--- config.mk ---
export PLATFORM = sky130hd
export DESIGN_NAME = fpc_flash_ctrl
export DESIGN_NICKNAME = d
export VERILOG_FILES = /design/src/core/fpc_pkg.sv /design/src/core/fpc_page_buf.sv /design/src/core/fpc_flash_ctrl.sv
export SDC_FILE = /design/constraint.sdc
export NUM_CORES = 1
export LEC_CHECK = 0
export BUFFER_PORTS_ARGS = -buffer_cell sky130_fd_sc_hd__buf_2
export CELL_PAD_IN_SITES_DETAIL_PLACEMENT = 2
export CELL_PAD_IN_SITES_GLOBAL_PLACEMENT = 2
export CORE_MARGIN = 2
export CORE_UTILIZATION = 45
export DETAILED_ROUTE_END_ITERATION = 7
export MAX_ROUTING_LAYER = met4
export PLACE_DENSITY_LB_ADDON = 0.1
export SYNTH_ARGS = -nofsm -noshare
export SYNTH_HDL_FRONTEND = slang
export SYNTH_SLANG_ARGS = --single-unit
--- constraint.sdc ---
create_clock -name clk -period 5.97 [get_ports clk]
set_input_delay 1.194 -clock clk [delete_from_list [all_inputs] [get_ports clk]]
set_output_delay 1.194 -clock clk [all_outputs]
set_load 0.02 [all_outputs]
--- src/core/fpc_pkg.sv ---
// Package with register map, field layout and timing counts of the flash control.
package fpc_pkg;
  // Register offsets in the special-function area.
  localparam logic [7:0] STATUS_OFF = 8'heb;
  localparam logic [7:0] TLIMIT_OFF = 8'hec;
  localparam logic [7:0] ADDRH_OFF = 8'hf2;
  localparam logic [7:0] ADDRM_OFF = 8'hf3;
  localparam logic [7:0] ADDRL_OFF = 8'hf4;
  localparam logic [7:0] DATA_OFF = 8'hf5;
  localparam logic [7:0] CTRL_OFF = 8'hf6;
  // Reset values.
  localparam logic [7:0] STATUS_RST = 8'h80;
  localparam logic [7:0] TLIMIT_RST = 8'h00;
  localparam logic [23:0] ADDR_RST = 24'h000000;
  localparam logic [7:0] DATA_RST = 8'h00;
  localparam logic [5:0] CTRL_PULSE_RST = 6'h03;
  // Control register fields.
  localparam int CTRL_BULK = 7;
  localparam int CTRL_EXIT_HI = 5;
  localparam int CTRL_EXIT_LO = 4;
  localparam int CTRL_WRITE = 3;
  localparam int CTRL_READ = 2;
  localparam int CTRL_LRST = 1;
  localparam int CTRL_PBRST = 0;
  // Status register fields.
  localparam int STAT_CRCSEL = 5;
  localparam int STAT_VPASS = 6;
  localparam int STAT_IRQ = 3;
  // Mode register fields, as driven by the mode register block.
  localparam int MODE_PGM = 5;
  localparam int MODE_ERASE = 4;
  localparam int MODE_PBUF = 3;
  localparam int MODE_VFY = 1;
  localparam int MODE_EN = 0;
  // Program-mode entry pair.
  localparam logic [7:0] ENTRY_FIRST = 8'ha5;
  localparam logic [7:0] ENTRY_SECOND = 8'h5a;
  // Timing and geometry.
  localparam int PRESCALE = 128;
  localparam int PAGE_BYTES = 64;
  localparam int PAGE_AW = 6;
  localparam int TCNT_W = 10;
  localparam logic [7:0] ERASED_BYTE = 8'hff;
  localparam logic [15:0] CRC_POLY = 16'h1021;
  localparam logic [15:0] CRC_INIT = 16'hffff;
  typedef enum logic [1:0] {
    ST_IDLE = 2'b00,
    ST_PE = 2'b01,
    ST_VREQ = 2'b10,
    ST_VCHK = 2'b11
  } fpc_state_t;
endpackage

--- src/core/fpc_page_buf.sv ---
// Page buffer memory with one-clock clear of all entries and registered read data.
`timescale 1ns/100ps
module fpc_page_buf #(
  parameter int AW = 6,
  parameter int DW = 8
) (
  // Clock and reset
  input wire logic clk,
  input wire logic rst_b,
  // Clear all entries
  input wire logic clr,
  // Write port
  input wire logic we,
  input wire logic [AW-1:0] waddr,
  input wire logic [DW-1:0] wdata,
  // Read port
  input wire logic [AW-1:0] raddr,
  output logic [DW-1:0] rdata
);
  logic [DW-1:0] mem [0:(1<<AW)-1];
  logic [(1<<AW)-1:0] valid_reg;

  // A cleared entry reads as erased cells, so no sweep over the array is
  // needed and the clear takes one clock.
  always_ff @(posedge clk) begin
    if (!rst_b || clr) begin
      valid_reg <= '0;
    end else if (we) begin
      valid_reg[waddr] <= 1'b1;
    end
  end

  always_ff @(posedge clk) begin
    if (we) begin
      mem[waddr] <= wdata;
    end
  end

  always_ff @(posedge clk) begin
    if (!rst_b) begin
      rdata <= '0;
    end else if (valid_reg[raddr] && !(we && waddr == raddr)) begin
      rdata <= mem[raddr];
    end else if (valid_reg[raddr]) begin
      rdata <= wdata;
    end else begin
      rdata <= {DW{1'b1}};
    end
  end
endmodule

--- src/core/fpc_flash_ctrl.sv ---
// Flash program, erase and verify controller behind the SFR port.
// Notes on behaviour
// - Done flag clears on start, sets on end.
// - Readback select picks checksum or CRC.
// - Interrupt flag sets on end, clears on start.
// - Ten-bit timer ticks every 128 clocks.
// - Timer stops when count matches limit.
// - Page operation lasts (limit+1)*2*128 clocks.
// - Bulk erase lasts (limit+1)*4*128 clocks.
// - Program and erase use page-aligned address.
// - Verify increments address, reports pass flag.
// - Address registers write-only; reads give results.
// - Outside modes, start bits move one byte.
// - Data writes A5 then 5A enter program mode.
// - Write and read starts self-clear after one clock.
// - Buffer reset clears buffer or write checksum.
// - Indirect addressing only for program, erase, verify.
// - 64 Kbyte array, 64-byte pages.
// - Registers reachable only in programming mode.
// - Verify selected by verify bit plus program or erase bit.
`timescale 1ns/100ps
module fpc_flash_ctrl (
  // Clock and reset
  input wire logic clk,
  input wire logic rst_b,
  // SFR access
  input wire logic [7:0] sfr_addr,
  input wire logic sfr_wr,
  input wire logic sfr_rd,
  input wire logic [7:0] sfr_wdata,
  output logic [7:0] sfr_rdata,
  // Chip mode and mode register
  input wire logic isp_mode,
  input wire logic [7:0] flash_mode_reg,
  input wire logic [15:0] mc_addr,
  // Flash array
  output logic [15:0] fl_addr,
  output logic [7:0] fl_wdata,
  output logic fl_we,
  output logic fl_rd,
  input wire logic [7:0] fl_rdata,
  output logic fl_prog,
  output logic fl_erase,
  output logic fl_bulk,
  // Status
  output logic prog_mode,
  output logic flash_irq
);
  fpc_pkg::fpc_state_t state_reg;
  logic [7:0] time_limit_reg;
  logic [23:0] addr_reg;
  logic [7:0] data_reg;
  logic bulk_erase_enable;
  logic [5:0] ctl_pulse_reg;
  logic op_done_flag;
  logic verify_pass_flag;
  logic crc_readback_select;
  logic seen_first_reg;
  logic [6:0] presc_reg;
  logic [fpc_pkg::TCNT_W-1:0] tcnt_reg;
  logic [fpc_pkg::TCNT_W-1:0] lim_reg;
  logic [fpc_pkg::PAGE_AW-1:0] vcnt_reg;
  logic [fpc_pkg::PAGE_AW-1:0] ptr_reg;
  logic vf_prog_reg;
  logic [23:0] chk_reg;
  logic [15:0] crc_reg;
  logic byte_rd_reg;
  logic byte_pb_reg;
  logic [7:0] pb_rdata;
  logic [17:0] dur_reg;
  logic acc, wr_status, wr_tl, wr_data, wr_ctl;
  logic go_w, go_r, logic_rst, pb_rst, do_exit;
  logic write_mode_flag, erase_mode_flag, verify_mode_flag, page_buf_select;
  logic any_mode, idle, pe_start, vf_start, tick, pe_fin, vf_fin;
  logic pb_we, pb_clr;
  logic [fpc_pkg::PAGE_AW-1:0] pb_raddr;
  logic [7:0] vbyte;

  function automatic logic [15:0] crc_step(logic [15:0] c, logic [7:0] d);
    logic [15:0] r;
    r = c ^ {d, 8'h00};
    for (int i = 0; i < 8; i++) begin
      r = r[15] ? ((r << 1) ^ fpc_pkg::CRC_POLY) : (r << 1);
    end
    return r;
  endfunction

  // Register access gate
  assign acc = isp_mode;
  assign wr_status = sfr_wr && acc && sfr_addr == fpc_pkg::STATUS_OFF;
  assign wr_tl = sfr_wr && acc && sfr_addr == fpc_pkg::TLIMIT_OFF;
  assign wr_data = sfr_wr && acc && sfr_addr == fpc_pkg::DATA_OFF;
  assign wr_ctl = sfr_wr && acc && sfr_addr == fpc_pkg::CTRL_OFF;

  // Control actions act one clock after the write, from the pulse register.
  assign go_w = ctl_pulse_reg[fpc_pkg::CTRL_WRITE];
  assign go_r = ctl_pulse_reg[fpc_pkg::CTRL_READ];
  assign logic_rst = !ctl_pulse_reg[fpc_pkg::CTRL_LRST];
  assign pb_rst = !ctl_pulse_reg[fpc_pkg::CTRL_PBRST];
  assign do_exit = ctl_pulse_reg[fpc_pkg::CTRL_EXIT_HI] &&
                   ctl_pulse_reg[fpc_pkg::CTRL_EXIT_LO];

  assign verify_mode_flag = flash_mode_reg[fpc_pkg::MODE_VFY] &&
                            (flash_mode_reg[fpc_pkg::MODE_PGM] ||
                             flash_mode_reg[fpc_pkg::MODE_ERASE]);
  assign write_mode_flag = flash_mode_reg[fpc_pkg::MODE_EN] &&
                           flash_mode_reg[fpc_pkg::MODE_PGM] &&
                           !flash_mode_reg[fpc_pkg::MODE_VFY];
  assign erase_mode_flag = flash_mode_reg[fpc_pkg::MODE_EN] &&
                           flash_mode_reg[fpc_pkg::MODE_ERASE] &&
                           !flash_mode_reg[fpc_pkg::MODE_VFY];
  assign page_buf_select = flash_mode_reg[fpc_pkg::MODE_PBUF];
  assign any_mode = write_mode_flag || erase_mode_flag || verify_mode_flag;

  // starts, indirect only in these modes
  assign idle = state_reg == fpc_pkg::ST_IDLE;
  assign pe_start = idle && go_w && prog_mode && !logic_rst &&
                    (write_mode_flag || erase_mode_flag);
  assign vf_start = idle && go_r && prog_mode && !logic_rst &&
                    verify_mode_flag;
  assign tick = presc_reg == 7'(fpc_pkg::PRESCALE - 1);
  assign pe_fin = state_reg == fpc_pkg::ST_PE && tick && tcnt_reg == lim_reg;
  assign vf_fin = state_reg == fpc_pkg::ST_VCHK &&
                  vcnt_reg == fpc_pkg::PAGE_AW'(fpc_pkg::PAGE_BYTES - 1);

  assign pb_we = idle && go_w && !any_mode && page_buf_select;
  assign pb_clr = pb_rst && !page_buf_select;
  assign pb_raddr = (state_reg == fpc_pkg::ST_VREQ) ? vcnt_reg : ptr_reg;
  assign vbyte = fl_rdata;

  fpc_page_buf #(
    .AW(fpc_pkg::PAGE_AW),
    .DW(8)
  ) u_page_buf (
    .clk(clk),
    .rst_b(rst_b),
    .clr(pb_clr),
    .we(pb_we),
    .waddr(ptr_reg),
    .wdata(data_reg),
    .raddr(pb_raddr),
    .rdata(pb_rdata)
  );

  always_ff @(posedge clk) begin
    if (!rst_b) begin
      ctl_pulse_reg <= fpc_pkg::CTRL_PULSE_RST;
      bulk_erase_enable <= 1'b0;
    end else if (wr_ctl) begin
      ctl_pulse_reg <= sfr_wdata[5:0];
      bulk_erase_enable <= sfr_wdata[fpc_pkg::CTRL_BULK];
    end else begin
      ctl_pulse_reg <= fpc_pkg::CTRL_PULSE_RST;
    end
  end

  always_ff @(posedge clk) begin
    if (!rst_b) begin
      seen_first_reg <= 1'b0;
      prog_mode <= 1'b0;
    end else begin
      if (wr_data) begin
        seen_first_reg <= sfr_wdata == fpc_pkg::ENTRY_FIRST;
      end
      if (do_exit) begin
        prog_mode <= 1'b0;
      end else if (wr_data && seen_first_reg &&
                   sfr_wdata == fpc_pkg::ENTRY_SECOND) begin
        prog_mode <= 1'b1;
      end
    end
  end

  always_ff @(posedge clk) begin
    if (!rst_b) begin
      time_limit_reg <= fpc_pkg::TLIMIT_RST;
    end else if (wr_tl) begin
      time_limit_reg <= sfr_wdata;
    end
  end

  always_ff @(posedge clk) begin
    if (!rst_b) begin
      addr_reg <= fpc_pkg::ADDR_RST;
    end else if (state_reg == fpc_pkg::ST_VCHK) begin
      addr_reg <= addr_reg + 24'h000001;
    end else if (sfr_wr && acc) begin
      case (sfr_addr)
        fpc_pkg::ADDRH_OFF: addr_reg[23:16] <= sfr_wdata;
        fpc_pkg::ADDRM_OFF: addr_reg[15:8] <= sfr_wdata;
        fpc_pkg::ADDRL_OFF: addr_reg[7:0] <= sfr_wdata;
        default: addr_reg <= addr_reg;
      endcase
    end
  end

  // byte read lands in the data register two clocks after the read start pulse.
  always_ff @(posedge clk) begin
    if (!rst_b) begin
      data_reg <= fpc_pkg::DATA_RST;
      byte_rd_reg <= 1'b0;
      byte_pb_reg <= 1'b0;
      ptr_reg <= '0;
    end else begin
      byte_rd_reg <= idle && go_r && !any_mode;
      byte_pb_reg <= page_buf_select;
      if (wr_data) begin
        data_reg <= sfr_wdata;
      end else if (byte_rd_reg) begin
        data_reg <= byte_pb_reg ? pb_rdata : fl_rdata;
      end
      if (pb_clr) begin
        ptr_reg <= '0;
      end else if (pb_we || (byte_rd_reg && byte_pb_reg)) begin
        ptr_reg <= ptr_reg + 1'b1;
      end
    end
  end

  // Operation sequencer
  always_ff @(posedge clk) begin
    if (!rst_b || logic_rst) begin
      state_reg <= fpc_pkg::ST_IDLE;
    end else begin
      case (state_reg)
        fpc_pkg::ST_IDLE: begin
          if (pe_start) begin
            state_reg <= fpc_pkg::ST_PE;
          end else if (vf_start) begin
            state_reg <= fpc_pkg::ST_VREQ;
          end
        end
        fpc_pkg::ST_PE: begin
          if (pe_fin) begin
            state_reg <= fpc_pkg::ST_IDLE;
          end
        end
        fpc_pkg::ST_VREQ: state_reg <= fpc_pkg::ST_VCHK;
        fpc_pkg::ST_VCHK: begin
          state_reg <= vf_fin ? fpc_pkg::ST_IDLE : fpc_pkg::ST_VREQ;
        end
        default: state_reg <= fpc_pkg::ST_IDLE;
      endcase
    end
  end

  // timer zeroed at start, page and bulk limits, bulk
  always_ff @(posedge clk) begin
    if (!rst_b) begin
      presc_reg <= '0;
      tcnt_reg <= '0;
      lim_reg <= '0;
    end else if (pe_start) begin
      presc_reg <= '0;
      tcnt_reg <= '0;
      lim_reg <= (erase_mode_flag && bulk_erase_enable) ?
                 {time_limit_reg, 2'b11} : {1'b0, time_limit_reg, 1'b1};
    end else if (state_reg == fpc_pkg::ST_PE) begin
      presc_reg <= presc_reg + 7'h01;
      if (tick && !pe_fin) begin
        tcnt_reg <= tcnt_reg + 1'b1;
      end
    end
  end

  // page-aligned address, byte or page access
  always_ff @(posedge clk) begin
    if (!rst_b || logic_rst) begin
      fl_addr <= '0;
      fl_wdata <= '0;
      fl_we <= 1'b0;
      fl_rd <= 1'b0;
      fl_prog <= 1'b0;
      fl_erase <= 1'b0;
      fl_bulk <= 1'b0;
    end else begin
      fl_we <= idle && go_w && !any_mode && !page_buf_select;
      fl_rd <= (idle && go_r && !any_mode && !page_buf_select) ||
               state_reg == fpc_pkg::ST_VREQ;
      if (pe_start) begin
        fl_addr <= {addr_reg[15:fpc_pkg::PAGE_AW], 6'h00};
        fl_prog <= write_mode_flag;
        fl_erase <= erase_mode_flag && !bulk_erase_enable;
        fl_bulk <= erase_mode_flag && bulk_erase_enable;
      end else if (pe_fin) begin
        fl_prog <= 1'b0;
        fl_erase <= 1'b0;
        fl_bulk <= 1'b0;
      end else if (state_reg == fpc_pkg::ST_VREQ) begin
        fl_addr <= addr_reg[15:0];
      end else if (idle && (go_w || go_r) && !any_mode) begin
        fl_addr <= mc_addr;
        fl_wdata <= data_reg;
      end
    end
  end

  // compare against buffer or erased value, with checksum and CRC
  always_ff @(posedge clk) begin
    if (!rst_b) begin
      vcnt_reg <= '0;
      vf_prog_reg <= 1'b0;
      chk_reg <= '0;
      crc_reg <= fpc_pkg::CRC_INIT;
    end else if (vf_start) begin
      vcnt_reg <= '0;
      vf_prog_reg <= flash_mode_reg[fpc_pkg::MODE_PGM];
      chk_reg <= '0;
      crc_reg <= fpc_pkg::CRC_INIT;
    end else if (state_reg == fpc_pkg::ST_VCHK) begin
      vcnt_reg <= vcnt_reg + 1'b1;
      chk_reg <= chk_reg + {16'h0000, vbyte};
      crc_reg <= crc_step(crc_reg, vbyte);
    end else if (pb_rst && page_buf_select) begin
      chk_reg <= '0;
    end else if (pb_we) begin
      chk_reg <= chk_reg + {16'h0000, data_reg};
    end
  end

  // done flag, interrupt flag; hardware set wins over software clear
  always_ff @(posedge clk) begin
    if (!rst_b) begin
      op_done_flag <= fpc_pkg::STATUS_RST[7];
      verify_pass_flag <= fpc_pkg::STATUS_RST[fpc_pkg::STAT_VPASS];
      crc_readback_select <= fpc_pkg::STATUS_RST[fpc_pkg::STAT_CRCSEL];
      flash_irq <= fpc_pkg::STATUS_RST[fpc_pkg::STAT_IRQ];
    end else begin
      if (wr_status) begin
        crc_readback_select <= sfr_wdata[fpc_pkg::STAT_CRCSEL];
      end
      if (pe_fin || vf_fin || logic_rst) begin
        op_done_flag <= 1'b1;
      end else if (pe_start || vf_start) begin
        op_done_flag <= 1'b0;
      end
      if (pe_fin || vf_fin) begin
        flash_irq <= 1'b1;
      end else if (pe_start || vf_start) begin
        flash_irq <= 1'b0;
      end else if (wr_status) begin
        flash_irq <= sfr_wdata[fpc_pkg::STAT_IRQ];
      end
      if (vf_start) begin
        verify_pass_flag <= 1'b1;
      end else if (state_reg == fpc_pkg::ST_VCHK &&
                   vbyte != (vf_prog_reg ? pb_rdata : fpc_pkg::ERASED_BYTE)) begin
        verify_pass_flag <= 1'b0;
      end else if (wr_status) begin
        verify_pass_flag <= sfr_wdata[fpc_pkg::STAT_VPASS];
      end
    end
  end

  // readback; reads outside programming mode return zero
  always_ff @(posedge clk) begin
    if (!rst_b) begin
      sfr_rdata <= '0;
    end else if (sfr_rd) begin
      case (acc ? sfr_addr : 8'h00)
        fpc_pkg::STATUS_OFF: sfr_rdata <= {op_done_flag, verify_pass_flag,
          crc_readback_select, 1'b0, flash_irq, write_mode_flag,
          erase_mode_flag, verify_mode_flag};
        fpc_pkg::TLIMIT_OFF: sfr_rdata <= time_limit_reg;
        fpc_pkg::ADDRH_OFF:
          sfr_rdata <= crc_readback_select ? 8'h00 : chk_reg[23:16];
        fpc_pkg::ADDRM_OFF:
          sfr_rdata <= crc_readback_select ? crc_reg[15:8] : chk_reg[15:8];
        fpc_pkg::ADDRL_OFF:
          sfr_rdata <= crc_readback_select ? crc_reg[7:0] : chk_reg[7:0];
        fpc_pkg::DATA_OFF: sfr_rdata <= data_reg;
        fpc_pkg::CTRL_OFF: sfr_rdata <= {bulk_erase_enable, 1'b0, ctl_pulse_reg};
        default: sfr_rdata <= 8'h00;
      endcase
    end
  end

  // Cycles spent in the timed state, for checking only.
  always_ff @(posedge clk) begin
    if (!rst_b || pe_start) begin
      dur_reg <= '0;
    end else if (state_reg == fpc_pkg::ST_PE) begin
      dur_reg <= dur_reg + 18'h00001;
    end
  end
endmodule

Word-level counts from Yosys, hierarchy flattened --
Memories as Yosys holds them, arrays and structs flattened. Index checks and enable logic that the tools add are counted.
Cells by class: add/subtract/negate cells 7, multipliers 0, div/mod/pow operators 0, $lt $le $gt $ge 3, equality and inequality tests 27, shifts and indexed selects 0, multiplexer cells 54, bitwise operators 14, reductions and logical operators 88
Operator list (count):
- == test 8 bit, second input constant | 15
- 2-to-1 mux 24 bit | 5
- 2-to-1 mux 13 bit | 8
- 2-to-1 mux 8 bit | 13
- 2-to-1 mux 16 bit | 4
- bitwise OR 64 bit | 1
- case mux 8 bit (7 select lines) | 1
- adder 24 x 8 -> 24 bit | 2
- logical AND 1 bit | 41
- adder 24 x 1 -> 24 bit, second input constant | 1
- NOT 3 bit | 8
- AND reduction 2 bit | 8
- XOR 16 bit | 1
- < comparator 6 x 7 -> 1 bit, second input constant | 2
- 2-to-1 mux 1 bit | 14
- nonzero test 2 bit | 7
- adder 6 x 1 -> 6 bit, second input constant | 2
- nonzero test 3 bit | 4
- OR reduction 2 bit | 6
- logical OR 1 bit | 11
- adder 10 x 1 -> 10 bit, second input constant | 1
- == test 10 bit | 1
- 2-to-1 mux 10 bit | 1
- logical NOT 1 bit | 9
- other kinds (19) | 27
Storage, ports and cells: register bits after elaboration 246, latch bits 0, bits in writable memories 512, memory bits (read-only) 0, output and inout bits 39, logic and storage cells 229, memories 1
Memories:
- u_page_buf.mem | depth 64, bits a word 8, read ports 1, clocked after memory_dff 0, wr ports 1, line fpc_page_buf.sv:20 | logic [DW-1:0] mem [0:(1<<AW)-1];

Logic depth before layout (Yosys ltp) --
depth after elaboration 17, mapped depth 12, depth with buffers taken out 11

Modules after synthesis --
From an unflattened synthesis, not the netlist that was laid out.
Second synthesis, totals: cells, all modules 2400, area, all modules 32233.4 um^2
Modules (own cells, without submodules):
- fpc_page_buf | instances 1, cells each 1261, area an instance 22902.0 um^2, seq. area each 16816.1 um^2
- fpc_flash_ctrl | instances 1, cells each 1139, area an instance 9331.4 um^2, seq. area each 3323.2 um^2

Worst setup path before layout --
Ideal clock, no wire load.
kind in2reg, from input fl_rdata[1], to register chk_reg[18], setup time 0.078 ns, arrival time 3.369 ns, required time 5.892 ns, slack 2.523 ns, stages 11, buffers on the path 1, path through clkbuf_1 > inv_1 > fa_1 > nor2b_1 > o21ai_0 > a21boi_0 > o21ai_0 > a21o_1 > or4_1 > and3_1 > nor3_1
Between the ends: longest elaborated chain between the ends 2
RTL lines:
- from (decl) | line fpc_flash_ctrl.sv:41 | input wire logic [7:0] fl_rdata,
- adder 24 x 8 -> 24 bit | line fpc_flash_ctrl.sv:312 | chk_reg <= chk_reg + {16'h0000, vbyte};
- 2-to-1 mux 24 bit | line fpc_flash_ctrl.sv:310 | end else if (state_reg == fpc_pkg::ST_VCHK) begin
- to (signal assigned) | line fpc_flash_ctrl.sv:312
- to (signal assigned) | line fpc_flash_ctrl.sv:317 | chk_reg <= chk_reg + {16'h0000, data_reg};
- to (decl) | line fpc_flash_ctrl.sv:65 | logic [23:0] chk_reg;
No other way between the ends. A chain may end at the register's enable or synchronous reset.

Worst setup path after layout --
from register state_reg[1], to register u_page_buf.rdata[4]
Between the ends: longest elaborated chain between the ends 8, elaborated cells on any way between the ends 15, those cells by class eq/ne (2); mux (5); reduce/logical (7); memory (1)
RTL lines:
- from (decl) | line fpc_flash_ctrl.sv:49 | fpc_pkg::fpc_state_t state_reg;
- from (signal assigned) | line fpc_flash_ctrl.sv:223 | state_reg <= fpc_pkg::ST_IDLE;
- from (signal assigned) | line fpc_flash_ctrl.sv:228 | state_reg <= fpc_pkg::ST_PE;
- from (signal assigned) | line fpc_flash_ctrl.sv:230 | state_reg <= fpc_pkg::ST_VREQ;
- branches (longest 7 deep; another with 2-to-1 mux 8 bit)
- 2-to-1 mux 8 bit (*) | line fpc_page_buf.sv:42 | end else if (valid_reg[raddr] && !(we && waddr == raddr)) begin
- to (signal assigned) | line fpc_page_buf.sv:43 | rdata <= mem[raddr];
- to (signal assigned) | line fpc_page_buf.sv:45 | rdata <= wdata;
- to (signal assigned) | line fpc_page_buf.sv:47 | rdata <= {DW{1'b1}};
- to (decl) | line fpc_page_buf.sv:18 | output logic [DW-1:0] rdata
Mark *: on every way between the ends. The select of a mux whose other input is x is not followed.

==> flow_summary.ini <==
[layout]
final-seq-area_mm2 = 0.0201
area_delta_synth_final_pct = 13.3
post_route_cells_drive_above_1_share_pct = 15.0
layout.nets = 2662
antenna_cells = 0
largest_register_ffs = 512
instances_no_fill = 3595
postLayoutCellArea_mm2 = 0.0358
multiInputGateArea_mm2 = 0.0108
fin_util_pct = 51.3
fill_cells = 6658

[setup_path]
crit_arrival_ns = 4.84
cp_slowest_cell = dfxtp_1
cp-endpoint = u_page_buf.rdata[4]$_SDFF_PN0_
start_kind = register
end_kind = register
startpoint = state_reg[1]$_SDFFE_PP0P_
r2r_start = state_reg[1]$_SDFFE_PP0P_
crit_fanout = 68
r2r-end = u_page_buf.rdata[4]$_SDFF_PN0_
r2r_cells = 9
r2r_slack_ns = 1.61
cpPeakStageDelay_ns = 0.65
setup.worst_path.class = reg -> reg
path_cells = nor2b_2 -> buf_4 -> mux2i_4 -> buf_12 -> mux4_2 -> a2111oi_0 -> a21oi_1 -> nand4_1 -> nand3_1
required_ns = 6.46

[clock_network]
clock_path_buffers = 3
ctsResizeCount = 0
cts.sinks = 750
clkLatencyLatePin_ns = 0.63
htreeDepth = 3
numCtsBuffers = 82
ctsHoldBuffers = 0
cts_setup_buffers = 0
cts_tree = yes
clkTransAtPathRegs_ns = 0.06
cts_root_buffer = clkbuf_16

[placed_design]
dp.final_hpwl_mm = 69.1
port_buffers = 88
place_congestion = 0.867
dpl_cell_area_mm2 = 0.0330
dp.cells = 3442

[floorplanning]
die_y_um = 269
start_util_pct = 45.3
placementRows = 97
die_area_mm2 = 0.0724
die_w_um = 269
pin_count = 92
coreArea_mm2 = 0.0698

[grt]
grt_max_degree = 70
grt_use_total_pct = 31.5
grt_pass1_vias = 24200
grt_pass1_wl_mm = 161
overflow = 0
antenna_found_initial = 1

[route]
drt_wl_total_mm = 110
dr.pass1.iters = 6
via_count = 22400
final_antenna_net_count = 0
post_drt_wl_per_cell_um = 30.6
remaining_drc_errors = 0
drt_iter0_drc = 2103
vias_per_cell = 6.22

[timing]
fmax_mhz = 229
hold_violations = 0
relSlewSlack_pct = 14.6
setup_viol = 0
timing.setup.tns_ns = 0
fin_crit_sh_pct = 73.0
worst_slew_pin_slew_ns = 1.28
fin_crit_ns = 4.36
rsz0062_at_grt = false
fin_skew_ns = 0.0148
drv_slew = 0

[logic_synthesis]
yosysSeqAreaShare_pct = 63.7
synth-edff-count = 512
syn_nets = 2591
syn-cell-area_mm2 = 0.0316
yosys_warnings = 0
synthArstFlopShare_pct = 0
synthFlopType = edfxtp_1
synth_area_per_cell_um2 = 12.6
ys_seq_elements = 750
synth_cell_types = 82
synth_cells = 2515

[outcome]
status = complete, no violations

[power_and_ir_drop]
ir_drop_mv = 0.250
leakagePower_nw = 12.3
p_per_area_mw_per_mm2 = 306

[min_path]
hold_class = reg -> reg

[flow_run]
cap_viol_max_count = 0
[routing by layer]
layer,GRT usage [%],up-vias,wire length [um]
met4,9.91,0,3480
met2,51.6,650,54700
met5,-,-,0
met1,40.2,11900,46500
li1,-,9592,-
met3,5.07,207,5500
[layout by cell type (no fill, tap or decap), drive strengths merged, types with 9 or more instances in the layout]
master   instances
xnor2           43
nor2           320
a311oi           9
nand4           30
a211oi          17
clkinv          27
a21oi          120
o221ai          19
bufinv           9
and2            12
nor3            24
o211a           11
o21a            16
edfxtp         512
buf            125
ha              21
clkbuf         114
xor2            31
inv             26
dfxtp          238
a21boi          16
o31ai           12
a2111oi          9
o22ai           12
mux4            95
o21ai           73
a31oi           30
and3            21
nand3           74
a311o           10
nand2          324
mux2            10
nor2b           28
a22oi           60
mux2i           35
o211ai          19
nand3b           9
[cell type report]
class	count	area share, %
Timing Repair Buffer	125	2.11
Tap cell	940	3.28
Clock inverter	39	1.29
Clock buffer	114	6.55
Multi-Input combinational cell	1603	30.3
Sequential cell	750	56.2
Inverter	24	0.251
[power breakdown]
part	total (W)	switching [W]	leakage [nW]	internal, W
Sequential	0.00549	0.00000628	6.67	0.00549
Clock	0.00534	0.00218	1.39	0.00316
Combinational	0.000145	0.000100	4.25	0.0000451
[worst max-delay path: cells and delay by family, from the launching register on]
kind	cells	cell delay [ns]
compound gates	2	0.80
buf+inv	2	0.80
flops	1	0.65
mux	2	0.95
simple gates	3	0.95
[cell usage after synthesis, types with 34 or more instances]
cell	number	area, um^2
a21oi_1	118	591
a22oi_1	60	450
clkbuf_1	70	263
dfxtp_1	238	4760
edfxtp_1	512	15400
mux2i_1	34	340
mux4_2	95	2140
nand2_1	324	1220
nand3_1	73	365
nor2_1	320	1200
o21ai_0	70	350
xnor2_1	43	377
[stage by stage]
step / total power [W] / setup slack (ns) / hold WS, ns
3_3_place_gp: 0.00574 / 1.63 / 0.442
3_5_place_dp: 0.00575 / 1.46 / 0.461
4_1_cts: 0.0110 / 1.62 / 0.475
2_1_floorplan: 0.00568 / 2.52 / 0.434
6_report: 0.0110 / 1.61 / 0.464
5_1_grt: 0.0112 / 1.41 / 0.489
[worst min path at each step]
stage                                                from  slack, ns                               endpoint  depth (start not counted)
finish                           fl_wdata[7]$_SDFFE_PP0P_       0.46               fl_wdata[7]$_SDFFE_PP0P_                          2
global route                     fl_wdata[3]$_SDFFE_PP0P_       0.49               fl_wdata[3]$_SDFFE_PP0P_                          2
CTS                              fl_wdata[7]$_SDFFE_PP0P_       0.47               fl_wdata[7]$_SDFFE_PP0P_                          2
detailed placement  u_page_buf.valid_reg[36]$_SDFFE_PP0P_       0.46  u_page_buf.valid_reg[36]$_SDFFE_PP0P_                          2
global placement    u_page_buf.valid_reg[22]$_SDFFE_PP0P_       0.44  u_page_buf.valid_reg[22]$_SDFFE_PP0P_                          2
floorplan            u_page_buf.valid_reg[9]$_SDFFE_PP0P_       0.43   u_page_buf.valid_reg[9]$_SDFFE_PP0P_                          2
[kinds of logic after synthesis]
kind of cell / after synthesis / synth area share, %
fa+ha+maj: 23 / 0.958
mux: 140 / 8.28
buf+inv: 162 / 2.31
compound gates: 488 / 10.5
simple gates: 878 / 12.2
xor+xnor: 74 / 2.05
flops: 750 / 63.7
(Power assumes the default switching activity.)
